### src/synth_pkg.sv
// Purpose: shared constants and types for the synthesizer control block
// Assumes: 16-bit serial words, 4-bit address on top, 12 data bits below
// Notes:   register indices and config bit positions live here only
package synth_pkg;

  localparam int WORD_W   = 16;
  localparam int ADDR_W   = 4;
  localparam int NUM_REGS = 10;
  localparam int REF_W    = 5;
  localparam int NREG_W   = 9;
  localparam int DIVV_W   = 10;
  localparam int FRAC_W   = 18;
  localparam int SHORT_W  = 10;
  localparam int LSB_W    = 8;
  localparam int GAIN_W   = 5;
  localparam int PWR_W    = 4;
  localparam int CNT_W    = 5;
  localparam int LOCK_W   = 4;
  localparam int ADDR_LSB = 12;

  // divider offset and dither bounds
  localparam logic [DIVV_W-1:0]       DIV_OFFSET = 10'h020;
  localparam logic signed [FRAC_W+1:0] FRAC_HALF = 20'sh20000;
  localparam logic signed [FRAC_W+1:0] FRAC_FULL = 20'sh40000;

  // frames shorter than this many edges are modulation samples
  localparam logic [CNT_W-1:0] MOD_EDGES = 5'h0d;
  localparam logic [CNT_W-1:0] CNT_MAX   = 5'h1f;

  // lock window on the reference/vco tick difference
  localparam logic signed [LOCK_W-1:0] LOCK_TOL = 4'sh1;
  localparam logic signed [LOCK_W-1:0] LOCK_MAX = 4'sh7;
  localparam logic signed [LOCK_W-1:0] LOCK_MIN = -4'sh7;

  // register indices
  localparam logic [ADDR_W-1:0] REG_MAIN_DIV = 4'h0;
  localparam logic [ADDR_W-1:0] REG_MAIN_MSB = 4'h1;
  localparam logic [ADDR_W-1:0] REG_MAIN_LSB = 4'h2;
  localparam logic [ADDR_W-1:0] REG_AUX_DIV  = 4'h3;
  localparam logic [ADDR_W-1:0] REG_AUX_DVD  = 4'h4;
  localparam logic [ADDR_W-1:0] REG_REF_DIV  = 4'h5;
  localparam logic [ADDR_W-1:0] REG_CP_GAIN  = 4'h6;
  localparam logic [ADDR_W-1:0] REG_PWR      = 4'h7;
  localparam logic [ADDR_W-1:0] REG_CONFIG   = 4'h8;
  localparam logic [ADDR_W-1:0] REG_MOD      = 4'h9;

  // field positions
  localparam int REF_MAIN_LSB  = 0;
  localparam int REF_AUX_LSB   = 5;
  localparam int GAIN_MAIN_LSB = 0;
  localparam int GAIN_AUX_LSB  = 5;
  localparam int CFG_MAIN_FRAC = 0;
  localparam int CFG_MAIN_18   = 1;
  localparam int CFG_AUX_FRAC  = 2;
  localparam int CFG_STEER     = 3;
  localparam int CFG_MUX_LSB   = 4;

  // values after reset
  localparam logic [WORD_W-1:0] REG_RESET = 16'h0000;
  localparam logic [WORD_W-1:0] CFG_RESET = 16'h0005;

  typedef enum logic [1:0] {MUX_LOW, MUX_LOOP, MUX_LOCK, MUX_REF} mux_sel_t;

  // rising edge of a synchronised level
  function automatic logic rise(input logic prev, input logic cur);
    rise = cur & ~prev;
  endfunction : rise

endpackage : synth_pkg

### src/frac_if.sv
// Purpose: carries divider settings into a fractional unit and back
// Assumes: step is a one-cycle pulse at each vco divider terminal count
// Notes:   two instances per synthesizer, one for main and one for aux
`timescale 1ns/1ps
interface frac_if;
  import synth_pkg::*;
  logic [NREG_W-1:0]        nreg;
  logic signed [FRAC_W-1:0] dividend;
  logic                     frac_en;
  logic                     step;
  logic [DIVV_W-1:0]        div_val;
  modport ctrl (output nreg, dividend, frac_en, step, input div_val);
  modport unit (input nreg, dividend, frac_en, step, output div_val);
endinterface : frac_if

### src/frac_unit.sv
// Purpose: delta-sigma dither of the vco division value
// Assumes: dividend is signed, already scaled to FRAC_W bits
// Notes:   first-order error feedback, dither of -1, 0 or +1
`timescale 1ns/1ps
module frac_unit
  import synth_pkg::*;
(
  // clock and reset
  input  wire logic ref_clk,
  input  wire logic rstn,
  // settings and result
  frac_if.unit      fi
);

  logic signed [FRAC_W+1:0] res_q;
  logic signed [FRAC_W+1:0] sum;
  logic signed [FRAC_W+1:0] res_d;
  logic                     up;
  logic                     dn;
  logic [DIVV_W-1:0]        base;
  logic [DIVV_W-1:0]        div_d;

  // residue plus new fraction, folded back into range
  assign sum   = res_q + {{2{fi.dividend[FRAC_W-1]}}, fi.dividend};
  assign up    = fi.frac_en & (sum >= FRAC_HALF);
  assign dn    = fi.frac_en & (sum < -FRAC_HALF);
  assign res_d = up ? sum - FRAC_FULL : (dn ? sum + FRAC_FULL : sum);
  assign base  = {1'b0, fi.nreg} + DIV_OFFSET;
  // integer setting plus dither
  assign div_d = up ? base + 10'h001 : (dn ? base - 10'h001 : base);

  // advance once per vco divider terminal count
  always_ff @(posedge ref_clk)
  begin
    if (!rstn)
    begin
      res_q      <= '0;
      fi.div_val <= DIV_OFFSET;
    end
    else if (fi.step)
    begin
      res_q      <= fi.frac_en ? res_d : '0;
      fi.div_val <= div_d;
    end
  end

endmodule : frac_unit

### src/ref_divider.sv
// Purpose: divides the crystal clock by code plus one
// Assumes: runs on the crystal-derived clock
// Notes:   a new code is taken only at terminal count
`timescale 1ns/1ps
module ref_divider
  import synth_pkg::*;
#(
  parameter int W = REF_W
)
(
  // clock and reset
  input  wire logic         ref_clk,
  input  wire logic         rstn,
  // ratio code and divided tick
  input  wire logic [W-1:0] code,
  output logic              tick
);

  logic [W-1:0] cnt_q;
  logic [W-1:0] code_q;
  logic         tc;

  assign tc = (cnt_q == code_q);

  // count 0..code, reload code at wrap
  always_ff @(posedge ref_clk)
  begin
    if (!rstn)
    begin
      cnt_q  <= '0;
      code_q <= '0;
      tick   <= 1'b0;
    end
    else
    begin
      cnt_q  <= tc ? '0 : cnt_q + 1'b1;
      code_q <= tc ? code : code_q;
      tick   <= tc;
    end
  end

endmodule : ref_divider

### src/synth_ctrl.sv
// Purpose: digital control of a dual fractional-N synthesizer
// Assumes: serial port and vco inputs are asynchronous to ref_clk
// Notes:   serial clock must be well below ref_clk/3 to be sampled
`timescale 1ns/1ps

module synth_ctrl
  import synth_pkg::*;
(
  // clock and reset
  input  wire logic              ref_clk,
  input  wire logic              rstn,
  // serial programming port
  input  wire logic              sclk,
  input  wire logic              sdata,
  input  wire logic              cs_n,
  output logic                   mux_out,
  // prescaled vco inputs
  input  wire logic              main_vco_in,
  input  wire logic              aux_vco_in,
  // shared lock or steer pin, open-drain in lock mode, driven both ways in steer mode
  input  wire logic              lock_or_steer_output_i,
  output logic                   lock_or_steer_output_o,
  output logic                   lock_or_steer_output_oe,
  // phase detector side
  output logic                   main_ref_tick,
  output logic                   aux_ref_tick,
  output logic                   main_vco_tick,
  output logic                   aux_vco_tick,
  output logic [GAIN_W-1:0]      main_phase_detector_gain,
  output logic [GAIN_W-1:0]      aux_phase_detector_gain,
  output logic                   steer_up,
  output logic                   steer_dn,
  output logic                   main_locked,
  // power and modulation
  output logic [PWR_W-1:0]       power_down,
  output logic [WORD_W-1:0]      mod_data,
  output logic [DIVV_W-1:0]      main_div_now,
  output logic [DIVV_W-1:0]      aux_div_now
);

  ////////////////////////////////////////////////////////////////////////////
  // input synchronisers

  logic [2:0] sclk_q;
  logic [1:0] sdata_q;
  logic [2:0] cs_q;
  logic [2:0] mvco_q;
  logic [2:0] avco_q;
  logic [1:0] pin_q;

  // two stages before any logic, third for edges
  always_ff @(posedge ref_clk)
  begin
    if (!rstn)
    begin
      sclk_q  <= '0;
      sdata_q <= '0;
      cs_q    <= 3'h7;
      mvco_q  <= '0;
      avco_q  <= '0;
      pin_q   <= 2'h3;
    end
    else
    begin
      sclk_q  <= {sclk_q[1:0], sclk};
      sdata_q <= {sdata_q[0], sdata};
      cs_q    <= {cs_q[1:0], cs_n};
      mvco_q  <= {mvco_q[1:0], main_vco_in};
      avco_q  <= {avco_q[1:0], aux_vco_in};
      pin_q   <= {pin_q[0], lock_or_steer_output_i};
    end
  end

  logic sclk_rise;
  logic sclk_fall;
  logic selected;
  logic frame_end;
  logic mvco_rise;
  logic avco_rise;

  // edges seen only on the second and third stages
  assign sclk_rise = rise(sclk_q[2], sclk_q[1]);
  assign sclk_fall = rise(sclk_q[1], sclk_q[2]);
  assign selected  = ~cs_q[1];
  assign frame_end = rise(cs_q[2], cs_q[1]);
  assign mvco_rise = rise(mvco_q[2], mvco_q[1]);
  assign avco_rise = rise(avco_q[2], avco_q[1]);

  ////////////////////////////////////////////////////////////////////////////
  // serial shift register and frame decode

  logic [WORD_W-1:0] shift_q;
  logic [CNT_W-1:0]  edges_q;
  logic              loop_bit_q;

  // shift on rising sclk, loop back on falling
  always_ff @(posedge ref_clk)
  begin
    if (!rstn)
    begin
      shift_q    <= '0;
      edges_q    <= '0;
      loop_bit_q <= 1'b0;
    end
    else if (!selected)
    begin
      shift_q <= '0;
      edges_q <= '0;
    end
    else
    begin
      if (sclk_rise)
      begin
        shift_q <= {shift_q[WORD_W-2:0], sdata_q[1]};
        edges_q <= (edges_q == CNT_MAX) ? CNT_MAX : edges_q + 1'b1;
      end
      if (sclk_fall)
        loop_bit_q <= shift_q[0];
    end
  end

  logic              frame_has_bits;
  logic              is_mod;
  logic [ADDR_W-1:0] frame_addr;
  logic              wr_en;
  logic [WORD_W-1:0] wr_data;

  // long frames carry an address, short ones are samples
  assign frame_has_bits = (edges_q != '0);
  assign is_mod     = frame_has_bits & (edges_q < MOD_EDGES);
  assign frame_addr = is_mod ? REG_MOD : shift_q[WORD_W-1:ADDR_LSB];
  assign wr_en      = frame_end & frame_has_bits &
                      (frame_addr < ADDR_W'(NUM_REGS));
  assign wr_data    = is_mod ? shift_q
                             : {{ADDR_W{1'b0}}, shift_q[ADDR_LSB-1:0]};

  ////////////////////////////////////////////////////////////////////////////
  // register file

  logic [WORD_W-1:0] regs_q [NUM_REGS];

  // one word per index, config has its own reset value
  always_ff @(posedge ref_clk)
  begin
    if (!rstn)
    begin
      for (int i = 0; i < NUM_REGS; i++)
        regs_q[i] <= REG_RESET;
      regs_q[REG_CONFIG] <= CFG_RESET;
    end
    else if (wr_en)
      regs_q[frame_addr] <= wr_data;
  end

  logic              main_frac;
  logic              main_18;
  logic              aux_frac;
  logic              steer_mode;
  mux_sel_t          mux_sel;

  // configuration fields
  assign main_frac  = regs_q[REG_CONFIG][CFG_MAIN_FRAC];
  assign main_18    = regs_q[REG_CONFIG][CFG_MAIN_18];
  assign aux_frac   = regs_q[REG_CONFIG][CFG_AUX_FRAC];
  assign steer_mode = regs_q[REG_CONFIG][CFG_STEER];
  assign mux_sel    = mux_sel_t'(regs_q[REG_CONFIG][CFG_MUX_LSB +: 2]);

  ////////////////////////////////////////////////////////////////////////////
  // ratio apply in loading order

  logic apply_main_q;
  logic apply_aux_q;
  logic main_trig;
  logic aux_trig;

  // last register of the order makes the ratio live
  assign main_trig = wr_en & (frame_addr ==
                     (main_frac ? REG_MAIN_MSB : REG_MAIN_DIV));
  assign aux_trig  = wr_en & (frame_addr ==
                     (aux_frac ? REG_AUX_DVD : REG_AUX_DIV));

  logic [NREG_W-1:0]        main_nreg_q;
  logic [NREG_W-1:0]        aux_nreg_q;
  logic signed [FRAC_W-1:0] main_dvd_q;
  logic signed [FRAC_W-1:0] aux_dvd_q;
  logic signed [FRAC_W-1:0] main_dvd_new;
  logic signed [FRAC_W-1:0] aux_dvd_new;
  logic [LSB_W-1:0]         main_lsb;

  // 10-bit words sit in the upper bits of the 18-bit path
  assign main_lsb     = main_18 ? regs_q[REG_MAIN_LSB][LSB_W-1:0]
                                : '0;
  assign main_dvd_new = {regs_q[REG_MAIN_MSB][SHORT_W-1:0], main_lsb};
  assign aux_dvd_new  = {regs_q[REG_AUX_DVD][SHORT_W-1:0],
                         {LSB_W{1'b0}}};

  // copy settings one cycle after the triggering write
  always_ff @(posedge ref_clk)
  begin
    if (!rstn)
    begin
      apply_main_q <= 1'b0;
      apply_aux_q  <= 1'b0;
      main_nreg_q  <= '0;
      aux_nreg_q   <= '0;
      main_dvd_q   <= '0;
      aux_dvd_q    <= '0;
    end
    else
    begin
      apply_main_q <= main_trig;
      apply_aux_q  <= aux_trig;
      if (apply_main_q)
      begin
        main_nreg_q <= regs_q[REG_MAIN_DIV][NREG_W-1:0];
        main_dvd_q  <= main_dvd_new;
      end
      if (apply_aux_q)
      begin
        aux_nreg_q <= regs_q[REG_AUX_DIV][NREG_W-1:0];
        aux_dvd_q  <= aux_dvd_new;
      end
    end
  end

  ////////////////////////////////////////////////////////////////////////////
  // reference dividers

  logic mref_tick;
  logic aref_tick;

  ref_divider #(.W(REF_W)) u_main_ref (
    .ref_clk (ref_clk),
    .rstn    (rstn),
    .code    (regs_q[REG_REF_DIV][REF_MAIN_LSB +: REF_W]),
    .tick    (mref_tick)
  );

  ref_divider #(.W(REF_W)) u_aux_ref (
    .ref_clk (ref_clk),
    .rstn    (rstn),
    .code    (regs_q[REG_REF_DIV][REF_AUX_LSB +: REF_W]),
    .tick    (aref_tick)
  );

  ////////////////////////////////////////////////////////////////////////////
  // vco dividers with fractional units

  frac_if main_fi ();
  frac_if aux_fi ();

  logic [DIVV_W-1:0] mcnt_q;
  logic [DIVV_W-1:0] acnt_q;
  logic              mtc;
  logic              atc;

  assign mtc = mvco_rise & (mcnt_q >= main_fi.div_val - 10'h001);
  assign atc = avco_rise & (acnt_q >= aux_fi.div_val - 10'h001);

  assign main_fi.nreg     = main_nreg_q;
  assign main_fi.dividend = main_dvd_q;
  assign main_fi.frac_en  = main_frac;
  assign main_fi.step     = mtc;
  assign aux_fi.nreg      = aux_nreg_q;
  assign aux_fi.dividend  = aux_dvd_q;
  assign aux_fi.frac_en   = aux_frac;
  assign aux_fi.step      = atc;

  frac_unit u_main_frac (
    .ref_clk (ref_clk),
    .rstn    (rstn),
    .fi      (main_fi.unit)
  );

  frac_unit u_aux_frac (
    .ref_clk (ref_clk),
    .rstn    (rstn),
    .fi      (aux_fi.unit)
  );

  // count vco edges up to the current division value
  always_ff @(posedge ref_clk)
  begin
    if (!rstn)
    begin
      mcnt_q <= '0;
      acnt_q <= '0;
    end
    else
    begin
      if (mvco_rise)
        mcnt_q <= mtc ? '0 : mcnt_q + 10'h001;
      if (avco_rise)
        acnt_q <= atc ? '0 : acnt_q + 10'h001;
    end
  end

  ////////////////////////////////////////////////////////////////////////////
  // lock detect and frequency steering

  logic signed [LOCK_W-1:0] diff_q;
  logic signed [LOCK_W:0]   diff_d;
  logic                     locked;
  logic                     vco_fast;

  // reference ticks count up, vco ticks count down
  assign diff_d   = $signed({diff_q[LOCK_W-1], diff_q}) // spare bit
                  + (mref_tick ? 5'sh01 : 5'sh00)
                  - (mtc ? 5'sh01 : 5'sh00);
  assign locked   = (diff_q <= LOCK_TOL) & (diff_q >= -LOCK_TOL);
  assign vco_fast = (diff_q < 4'sh0);

  always_ff @(posedge ref_clk)
  begin
    if (!rstn)
      diff_q <= '0;
    else if (diff_d > LOCK_MAX)
      diff_q <= LOCK_MAX;
    else if (diff_d < LOCK_MIN)
      diff_q <= LOCK_MIN;
    else
      diff_q <= diff_d[LOCK_W-1:0];
  end

  // shared pin: pulses in lock mode, direction in steer mode
  always_ff @(posedge ref_clk)
  begin
    if (!rstn)
    begin
      lock_or_steer_output_o  <= 1'b0;
      lock_or_steer_output_oe <= 1'b0;
      steer_up                <= 1'b0;
      steer_dn                <= 1'b0;
    end
    else if (steer_mode)
    begin
      lock_or_steer_output_o  <= ~vco_fast;
      lock_or_steer_output_oe <= ~locked;
      steer_up                <= 1'b0;
      steer_dn                <= 1'b0;
    end
    else
    begin
      lock_or_steer_output_o  <= 1'b0;
      lock_or_steer_output_oe <= ~locked & mref_tick;
      steer_up                <= ~locked & ~vco_fast;
      steer_dn                <= ~locked & vco_fast;
    end
  end

  ////////////////////////////////////////////////////////////////////////////
  // registered outputs

  logic mux_d;

  // readback multiplexer
  always_comb
  begin
    unique case (mux_sel)
      MUX_LOW:  mux_d = 1'b0;
      MUX_LOOP: mux_d = loop_bit_q;
      MUX_LOCK: mux_d = locked;
      MUX_REF:  mux_d = pin_q[1];
    endcase
  end

  always_ff @(posedge ref_clk)
  begin
    if (!rstn)
    begin
      mux_out                  <= 1'b0;
      main_ref_tick            <= 1'b0;
      aux_ref_tick             <= 1'b0;
      main_vco_tick            <= 1'b0;
      aux_vco_tick             <= 1'b0;
      main_phase_detector_gain <= '0;
      aux_phase_detector_gain  <= '0;
      main_locked              <= 1'b0;
      power_down               <= '0;
      mod_data                 <= '0;
      main_div_now             <= DIV_OFFSET;
      aux_div_now              <= DIV_OFFSET;
    end
    else
    begin
      mux_out       <= mux_d;
      main_ref_tick <= mref_tick;
      aux_ref_tick  <= aref_tick;
      main_vco_tick <= mtc;
      aux_vco_tick  <= atc;
      main_phase_detector_gain <=
        regs_q[REG_CP_GAIN][GAIN_MAIN_LSB +: GAIN_W];
      aux_phase_detector_gain  <=
        regs_q[REG_CP_GAIN][GAIN_AUX_LSB +: GAIN_W];
      main_locked   <= locked;
      power_down    <= regs_q[REG_PWR][PWR_W-1:0];
      mod_data      <= regs_q[REG_MOD];
      main_div_now  <= main_fi.div_val;
      aux_div_now   <= aux_fi.div_val;
    end
  end

endmodule : synth_ctrl

### config.mk
export PLATFORM = sky130hd
export DESIGN_NAME = synth_ctrl
export DESIGN_NICKNAME = d
export VERILOG_FILES = /design/src/synth_pkg.sv /design/src/frac_if.sv /design/src/frac_unit.sv /design/src/ref_divider.sv /design/src/synth_ctrl.sv
export SDC_FILE = /design/constraint.sdc
export NUM_CORES = 1
export LEC_CHECK = 0
export BUFFER_PORTS_ARGS = -buffer_cell sky130_fd_sc_hd__buf_2
export CAP_MARGIN = 30
export CORE_MARGIN = 2
export CORE_UTILIZATION = 40
export DETAILED_ROUTE_END_ITERATION = 8
export GPL_ROUTABILITY_DRIVEN = 0
export GPL_TIMING_DRIVEN = 0
export SYNTH_ARGS = -nofsm -noshare
export SYNTH_HDL_FRONTEND = slang
export SYNTH_SLANG_ARGS = --single-unit
export TNS_END_PERCENT = 1
### constraint.sdc
create_clock -name ref_clk -period 6.01 [get_ports ref_clk]
set_input_delay 0.601 -clock ref_clk [delete_from_list [all_inputs] [get_ports ref_clk]]
set_output_delay 0.601 -clock ref_clk [all_outputs]
set_load 0.02 [all_outputs]
### Word-level counts from Yosys, hierarchy flattened

Memories as Yosys holds them, arrays and structs flattened. A register that Yosys moved wholly into a read port is not among the register bits.
Cells that the tools add are included.

* shifts and indexed selects: 0
* magnitude comparators: 13
* eq/ne operators: 8
* multiplexer cells: 32
* bitwise logic cells: 30
* div/mod/pow operators: 0
* add/sub/neg operators: 21
* reductions and logical operators: 17
* $mul: 0

Operator list (number)
* $mux 20: 6
* $mux 10: 6
* $mux 16: 3
* $add 10x1->10 const B: 4
* $add 20x20->20: 2
* $add 20x20->20 const B: 2
* $ge 20x19->1 const B: 2
* $lt 20x18->1 const B: 2
* $sub 10x1->10 const B: 4
* $sub 20x20->20 const B: 2
* $add 9x6->10 const B: 2
* $and 1x1->1: 20
* $ge 10x10->1: 2
* $reduce_or 16->1: 1
* $add 5x1->5 const B: 3
* $mux 4: 3
* $eq 5x5->1: 2
* $lt 5x4->1 const B: 2
* $reduce_or 2->1: 5
* $mux 1: 9
* $not 1->1: 9
* $mux 8: 1
* $logic_not 1->1: 7
* $mux 3: 2
* other kinds (18): 20

* RAM bits: 160
* bits in read-only memories: 0
* output and inout bits: 60
* bits in latches: 0
* logic and storage cells: 160
* input bits: 8
* memories kept: 1
* flip-flop bits (word level): 194

Memory list
* regs_q: depth 10, width 16, rd ports 10, clocked after Yosys merged registers in 7, write ports 10, line synth_ctrl.sv:140 `logic [WORD_W-1:0] regs_q [NUM_REGS];`

### Depth between registers and ports, before layout

* depth after elaboration: 10
* depth in mapped cells: 24
* depth with buffers taken out: 22

### Modules after synthesis

Synthesis repeated with hierarchy kept, for this count alone.

* cell total of the unflattened synthesis: 1733
* area, all modules: 16659.7 um^2

By module, submodules not included
* synth_ctrl: area each 10191.0 um^2, seq. area each 6165.9 um^2, cells an instance 928, instances 1
* frac_unit (u_main_frac): area each 2772.7 um^2, seq. area each 600.6 um^2, cells an instance 345, instances 1
* frac_unit (u_aux_frac): area each 2742.6 um^2, seq. area each 600.6 um^2, cells an instance 358, instances 1
* ref_divider: area each 476.7 um^2, seq. area each 220.2 um^2, cells an instance 51, instances 2

### Least setup slack after synthesis

No wires, ideal clock.

* path kind: register to register
* from: register main_dvd_q[0]
* to: register u_main_frac.fi.div_val[8]
* stages on the path, launching flop included: 18
* arrival time: 4.070 ns
* slack: 1.818 ns
* data required time: 5.888 ns
* period minus slack after synthesis: 4.192 ns
* path buffers: 0
* path through: dfxtp_1 ha_1 fa_1 a21o_1 a221oi_2 nor3b_1 or4_1 a31oi_1 xor2_1 inv_1 ha_1 and3_1 xor2_2 nor4b_1 nand3b_1 o31ai_1 xor2_1 o21ai_1

* word-level cells in the longest chain between the ends: 5

RTL lines
* start: declaration: line synth_ctrl.sv:184 `logic signed [FRAC_W-1:0] main_dvd_q;`
* start signal: assignment: line synth_ctrl.sv:216 `main_dvd_q <= main_dvd_new;`
* $add 20x20->20 *: line frac_unit.sv:24 `assign sum = res_q + {{2{fi.dividend[FRAC_W-1]}}, fi.dividend};`
* $lt 20x18->1: line frac_unit.sv:26 `assign dn = fi.frac_en & (sum < -FRAC_HALF);`
* $and 1x1->1: line frac_unit.sv:26
* $mux 10: line frac_unit.sv:30 `assign div_d = up ? base + 10'h001 : (dn ? base - 10'h001 : base);`
* $mux 10 *: line frac_unit.sv:30
* end signal: assignment: line frac_unit.sv:43 `fi.div_val <= div_d;`
* end: declaration: line frac_if.sv:13 `modport unit (input nreg, dividend, frac_en, step, output div_val);`

Every way passes the cells marked *; elsewhere a longest branch is shown, timed or not.
A chain may end at the register's enable or synchronous reset.

### Worst setup path after layout

* from: register u_main_frac.fi.div_val[0]
* to: register diff_q[0]

* word-level cells in the longest chain between the ends: 8

RTL lines
* $sub 10x1->10 *: line synth_ctrl.sv:257 `assign mtc = mvco_rise & (mcnt_q >= main_fi.div_val - 10'h001);`
* $ge 10x10->1 *: line synth_ctrl.sv:257
* $and 1x1->1 *: line synth_ctrl.sv:257
* net main_fi.step: line frac_if.sv:10 `logic step;`
* $mux 1 *: line synth_ctrl.sv:309 `- (mtc ? 5'sh01 : 5'sh00);`
* $sub 5x2->5 *: line synth_ctrl.sv:309
* $lt 5x4->1: line synth_ctrl.sv:319 `else if (diff_d < LOCK_MIN)`
* $mux 4: line synth_ctrl.sv:319
* $mux 3 *: line synth_ctrl.sv:317 `else if (diff_d > LOCK_MAX)`
* end signal: assignment: line synth_ctrl.sv:322 `diff_q <= diff_d[LOCK_W-1:0];`
* end: declaration: line synth_ctrl.sv:301 `logic signed [LOCK_W-1:0] diff_q;`

The timed path passes the listed nets; every way through them passes the cells marked *.

==> reports/metrics.cfg <==
[run_status]
outcome = complete, no violations

[global_route]
grtUsageTotal_pct = 18.9
first_global_vias = 11400
grt_max_degree = 17
grt_pass1_wl_um = 61800
grt.overflow.total = 0
antenna_violations_before_repair = 1

[final_layout]
n_fill_cell = 3693
count_of_non_filler_cells_in_the_finished_layout = 2267
finish.instance_area_sq_um = 17800
nNetsFinal = 1814
area.growth.synth_to_final_pct = 13.8
drive_gt1_share_pct = 8.63
antenna_cells = 0
fin_util_pct = 46.1

[clock_tree]
tritoncts.num_buffers = 37
tritoncts_clock_tree = done
cts_htree_levels = 2
max_buffers_root_to_sink = 3
cts_resized = 0
cts.sink_count = 336
cts_hold_buffers = 0
post-cts-setup-buffer-count = 0
clock_root_buffer_master = clkbuf_16
insertion_delay_of_the_later_clocked_pin_in_the_worst_skew_pair_ns = 0.52
clkTransAtPathRegs_ns = 0.06

[timing]
fin_skew_ns = 0.0199
setup_repair_after_global_routing_missed_its_margin = false
timing_hold_violations_final = 0
final-setup-viol-count = 0
max_slew_margin_pct = 38.8
final-max-slew-violation-count = 0
max_freq_mhz = 184
fin_crit_ns = 5.43
max_slew.worst_pin.slew_ns = 0.911
min_period_over_period_pct = 90.3
tns_ns = 0
fin_hold_ws_ns = 0.286
timing.final.ws_setup_ns = 0.584

[synth]
cell_area_synth_sq_um = 15700
synth_ff_type = dfxtp_1
mappedNetlistNets = 1700
count_of_flip_flops_with_a_built_in_enable_after_synthesis = 92
top_cell_type_s_share_of_synthesized_area_pct = 31.2
ys.warnings.count = 0
synth-seq-area-share_pct = 48.9
post-synth-top-area-cell = dfxtp_1
postSynthAreaPerCell_sq_um = 9.73
synth.area.top_cells = dfxtp_1 31%, edfxtp_1 18%, ha_1 6.4%
synth.ff_latch_count = 336
netlist_instances = 1609
synthDistinctLibCells = 81
postSynth.asyncResetShare_pct = 0

[floorplan]
fp-row-count = 72
top_level_ports = 68
die_w_um = 202
fp.dieH_um = 202
area_of_the_placeable_core_sq_um = 38600
die_area_sq_um = 40700
initial_cell_density_of_the_core_pct = 40.5

[setup_path]
critPathArrivalTime_ns = 5.80
critical_path_class = flip-flop to flip-flop
worst_setup_path_end_kind = flip-flop
start_kind = flip-flop
critPathMaxFanout = 10
required_ns = 6.38

[power_and_ir_drop]
total_power_mw = 5.15
power_leakage_nw = 7.15
irDropWorstVdd_uv = 228
power.density_cell_area_nw_per_um2 = 289

[route]
routedWlPerCell_um = 16.8
drtPass1Iterations = 5
drt-vias-per-instance = 5.16
drt_iter0_drc = 667
antenna_left = 0
routed-via-count = 11700
route.detailed.drc = 0
wl_um = 38200

[worst_hold_path]
hp-class = primary input to flip-flop

[place]
hpwlAfterDp_um = 26800
dp_slack_ns = 0.608
portBuffers = 67
numPlacedInstances = 2199
placed_cell_area_sq_um = 16700

[flow_run]
maxCapViolCount = 0

[worst paths after layout]
| path | startpoint | to | slack (ns) | cells after the start |
|---|---|---|---|---|
| setup / recovery | u_main_frac.fi.div_val[0] | diff_q[0] | 0.58 | 24 |
| hold / removal | main_vco_in | mvco_q[0] | 0.29 | 2 |
| setup reg to reg | u_main_frac.fi.div_val[0] | diff_q[0] | 0.58 | 24 |
| hold reg to reg | pin_q[0] | pin_q[1] | 0.42 | 1 |
[power breakdown]
group          internal, mW  total (mW)  switching [mW]
clock                  1.26        2.14           0.885
sequential             2.42        2.48          0.0600
combinational         0.215       0.523           0.308
[registers in the layout, summed over array words and instances (netlist names), 5 cells and up]
signal,count
u_main_frac.fi.div_val,10
main_fi.nreg,9
u_main_frac.res_q,20
main_phase_detector_gain,5
u_aux_frac.fi.div_val,10
mod_data,16
acnt_q,10
aux_div_now,10
main_dvd_q,18
main_div_now,10
u_aux_ref.code_q,5
regs_q,92
u_aux_frac.res_q,12
aux_fi.nreg,9
u_main_ref.code_q,5
shift_q,16
mcnt_q,10
aux_dvd_q,10
edges_q,5
aux_phase_detector_gain,5
u_aux_ref.cnt_q,5
u_main_ref.cnt_q,5
[synthesized netlist by cell type, types with 14 or more instances]
master / number
a21o_1: 18
nor3_1: 33
nand4_1: 18
ha_1: 80
xnor2_1: 49
and3_1: 14
and2_1: 157
dfxtp_1: 244
nor2_1: 160
inv_1: 42
nand2b_1: 30
xor2_1: 48
edfxtp_1: 92
clkbuf_1: 61
o21ai_0: 46
mux2i_1: 61
nand3_1: 51
a21oi_1: 101
nand2_1: 128
nor2b_1: 15
[area by class of cell]
cell class	count	area, sq um	area share, %
Tap cell	518	648	3.64
Multi-Input combinational cell	1158	7560	42.4
Buffer	72	292	1.64
Clock buffer	53	1020	5.70
Timing Repair Buffer	75	378	2.12
Sequential cell	336	7650	42.9
Inverter	43	161	0.906
Clock inverter	12	111	0.625
[placed cells by master, fill, tap and decap left out, types with 15 or more instances in the layout]
cell type | Yosys | routed
buf_2 | 2 | 75
edfxtp_1 | 92 | 92
clkbuf_16 | 0 | 37
ha_1 | 80 | 80
a21o_1 | 18 | 18
inv_1 | 42 | 42
nand3_1 | 51 | 51
nor3_1 | 33 | 33
nand4_1 | 18 | 18
nor2_1 | 160 | 160
nand2_1 | 128 | 128
dfxtp_1 | 244 | 244
xnor2_1 | 49 | 49
xor2_1 | 48 | 48
a21oi_1 | 101 | 101
and2_1 | 157 | 157
nor2b_1 | 15 | 15
nand2b_1 | 30 | 30
o21ai_0 | 46 | 45
mux2i_1 | 61 | 61
clkbuf_1 | 61 | 74
[per-layer routing]
layer / vias to the layer above / track usage (%) / routed length [um]
met1: 5540 / 26.2 / 18100
met5: - / 0.833 / 47
met4: 2 / 5.62 / 925
met2: 275 / 30.4 / 17200
met3: 68 / 2.95 / 1860
li1: 5823 / - / -
[logic make-up after synthesis]
group                      after synthesis  synth area share, %
AOI/OAI and AO/OA                      266                 10.8
xor gates and xnor gates                98                 5.53
adders and majority gates               84                 6.84
buffers and inverters                  115                 2.89
DFF                                    336                 48.9
muxes                                   63                 4.04
and+or+nand+nor                        647                 21.0
[critical path, stage by stage (launching register included)]
cell and delay, ns:
dfxtp_1 0.33, inv_1 0.13, ha_1 0.24, nand2_1 0.11, nor3_1 0.19, xnor2_1 0.10
ha_1 0.30, nand3_1 0.06, o21ai_0 0.16, a211oi_1 0.10, o21bai_1 0.28, nand2_1 0.23
inv_1 0.12, clkbuf_1 0.61, buf_1 0.67, ha_1 0.23, inv_1 0.04, ha_1 0.20
fa_1 0.40, a21oi_1 0.15, nor2_1 0.07, nor2_1 0.19, o21ai_0 0.13, mux2i_1 0.14
a21oi_1 0.08
No activity file was read; power rests on OpenSTA's default activity.
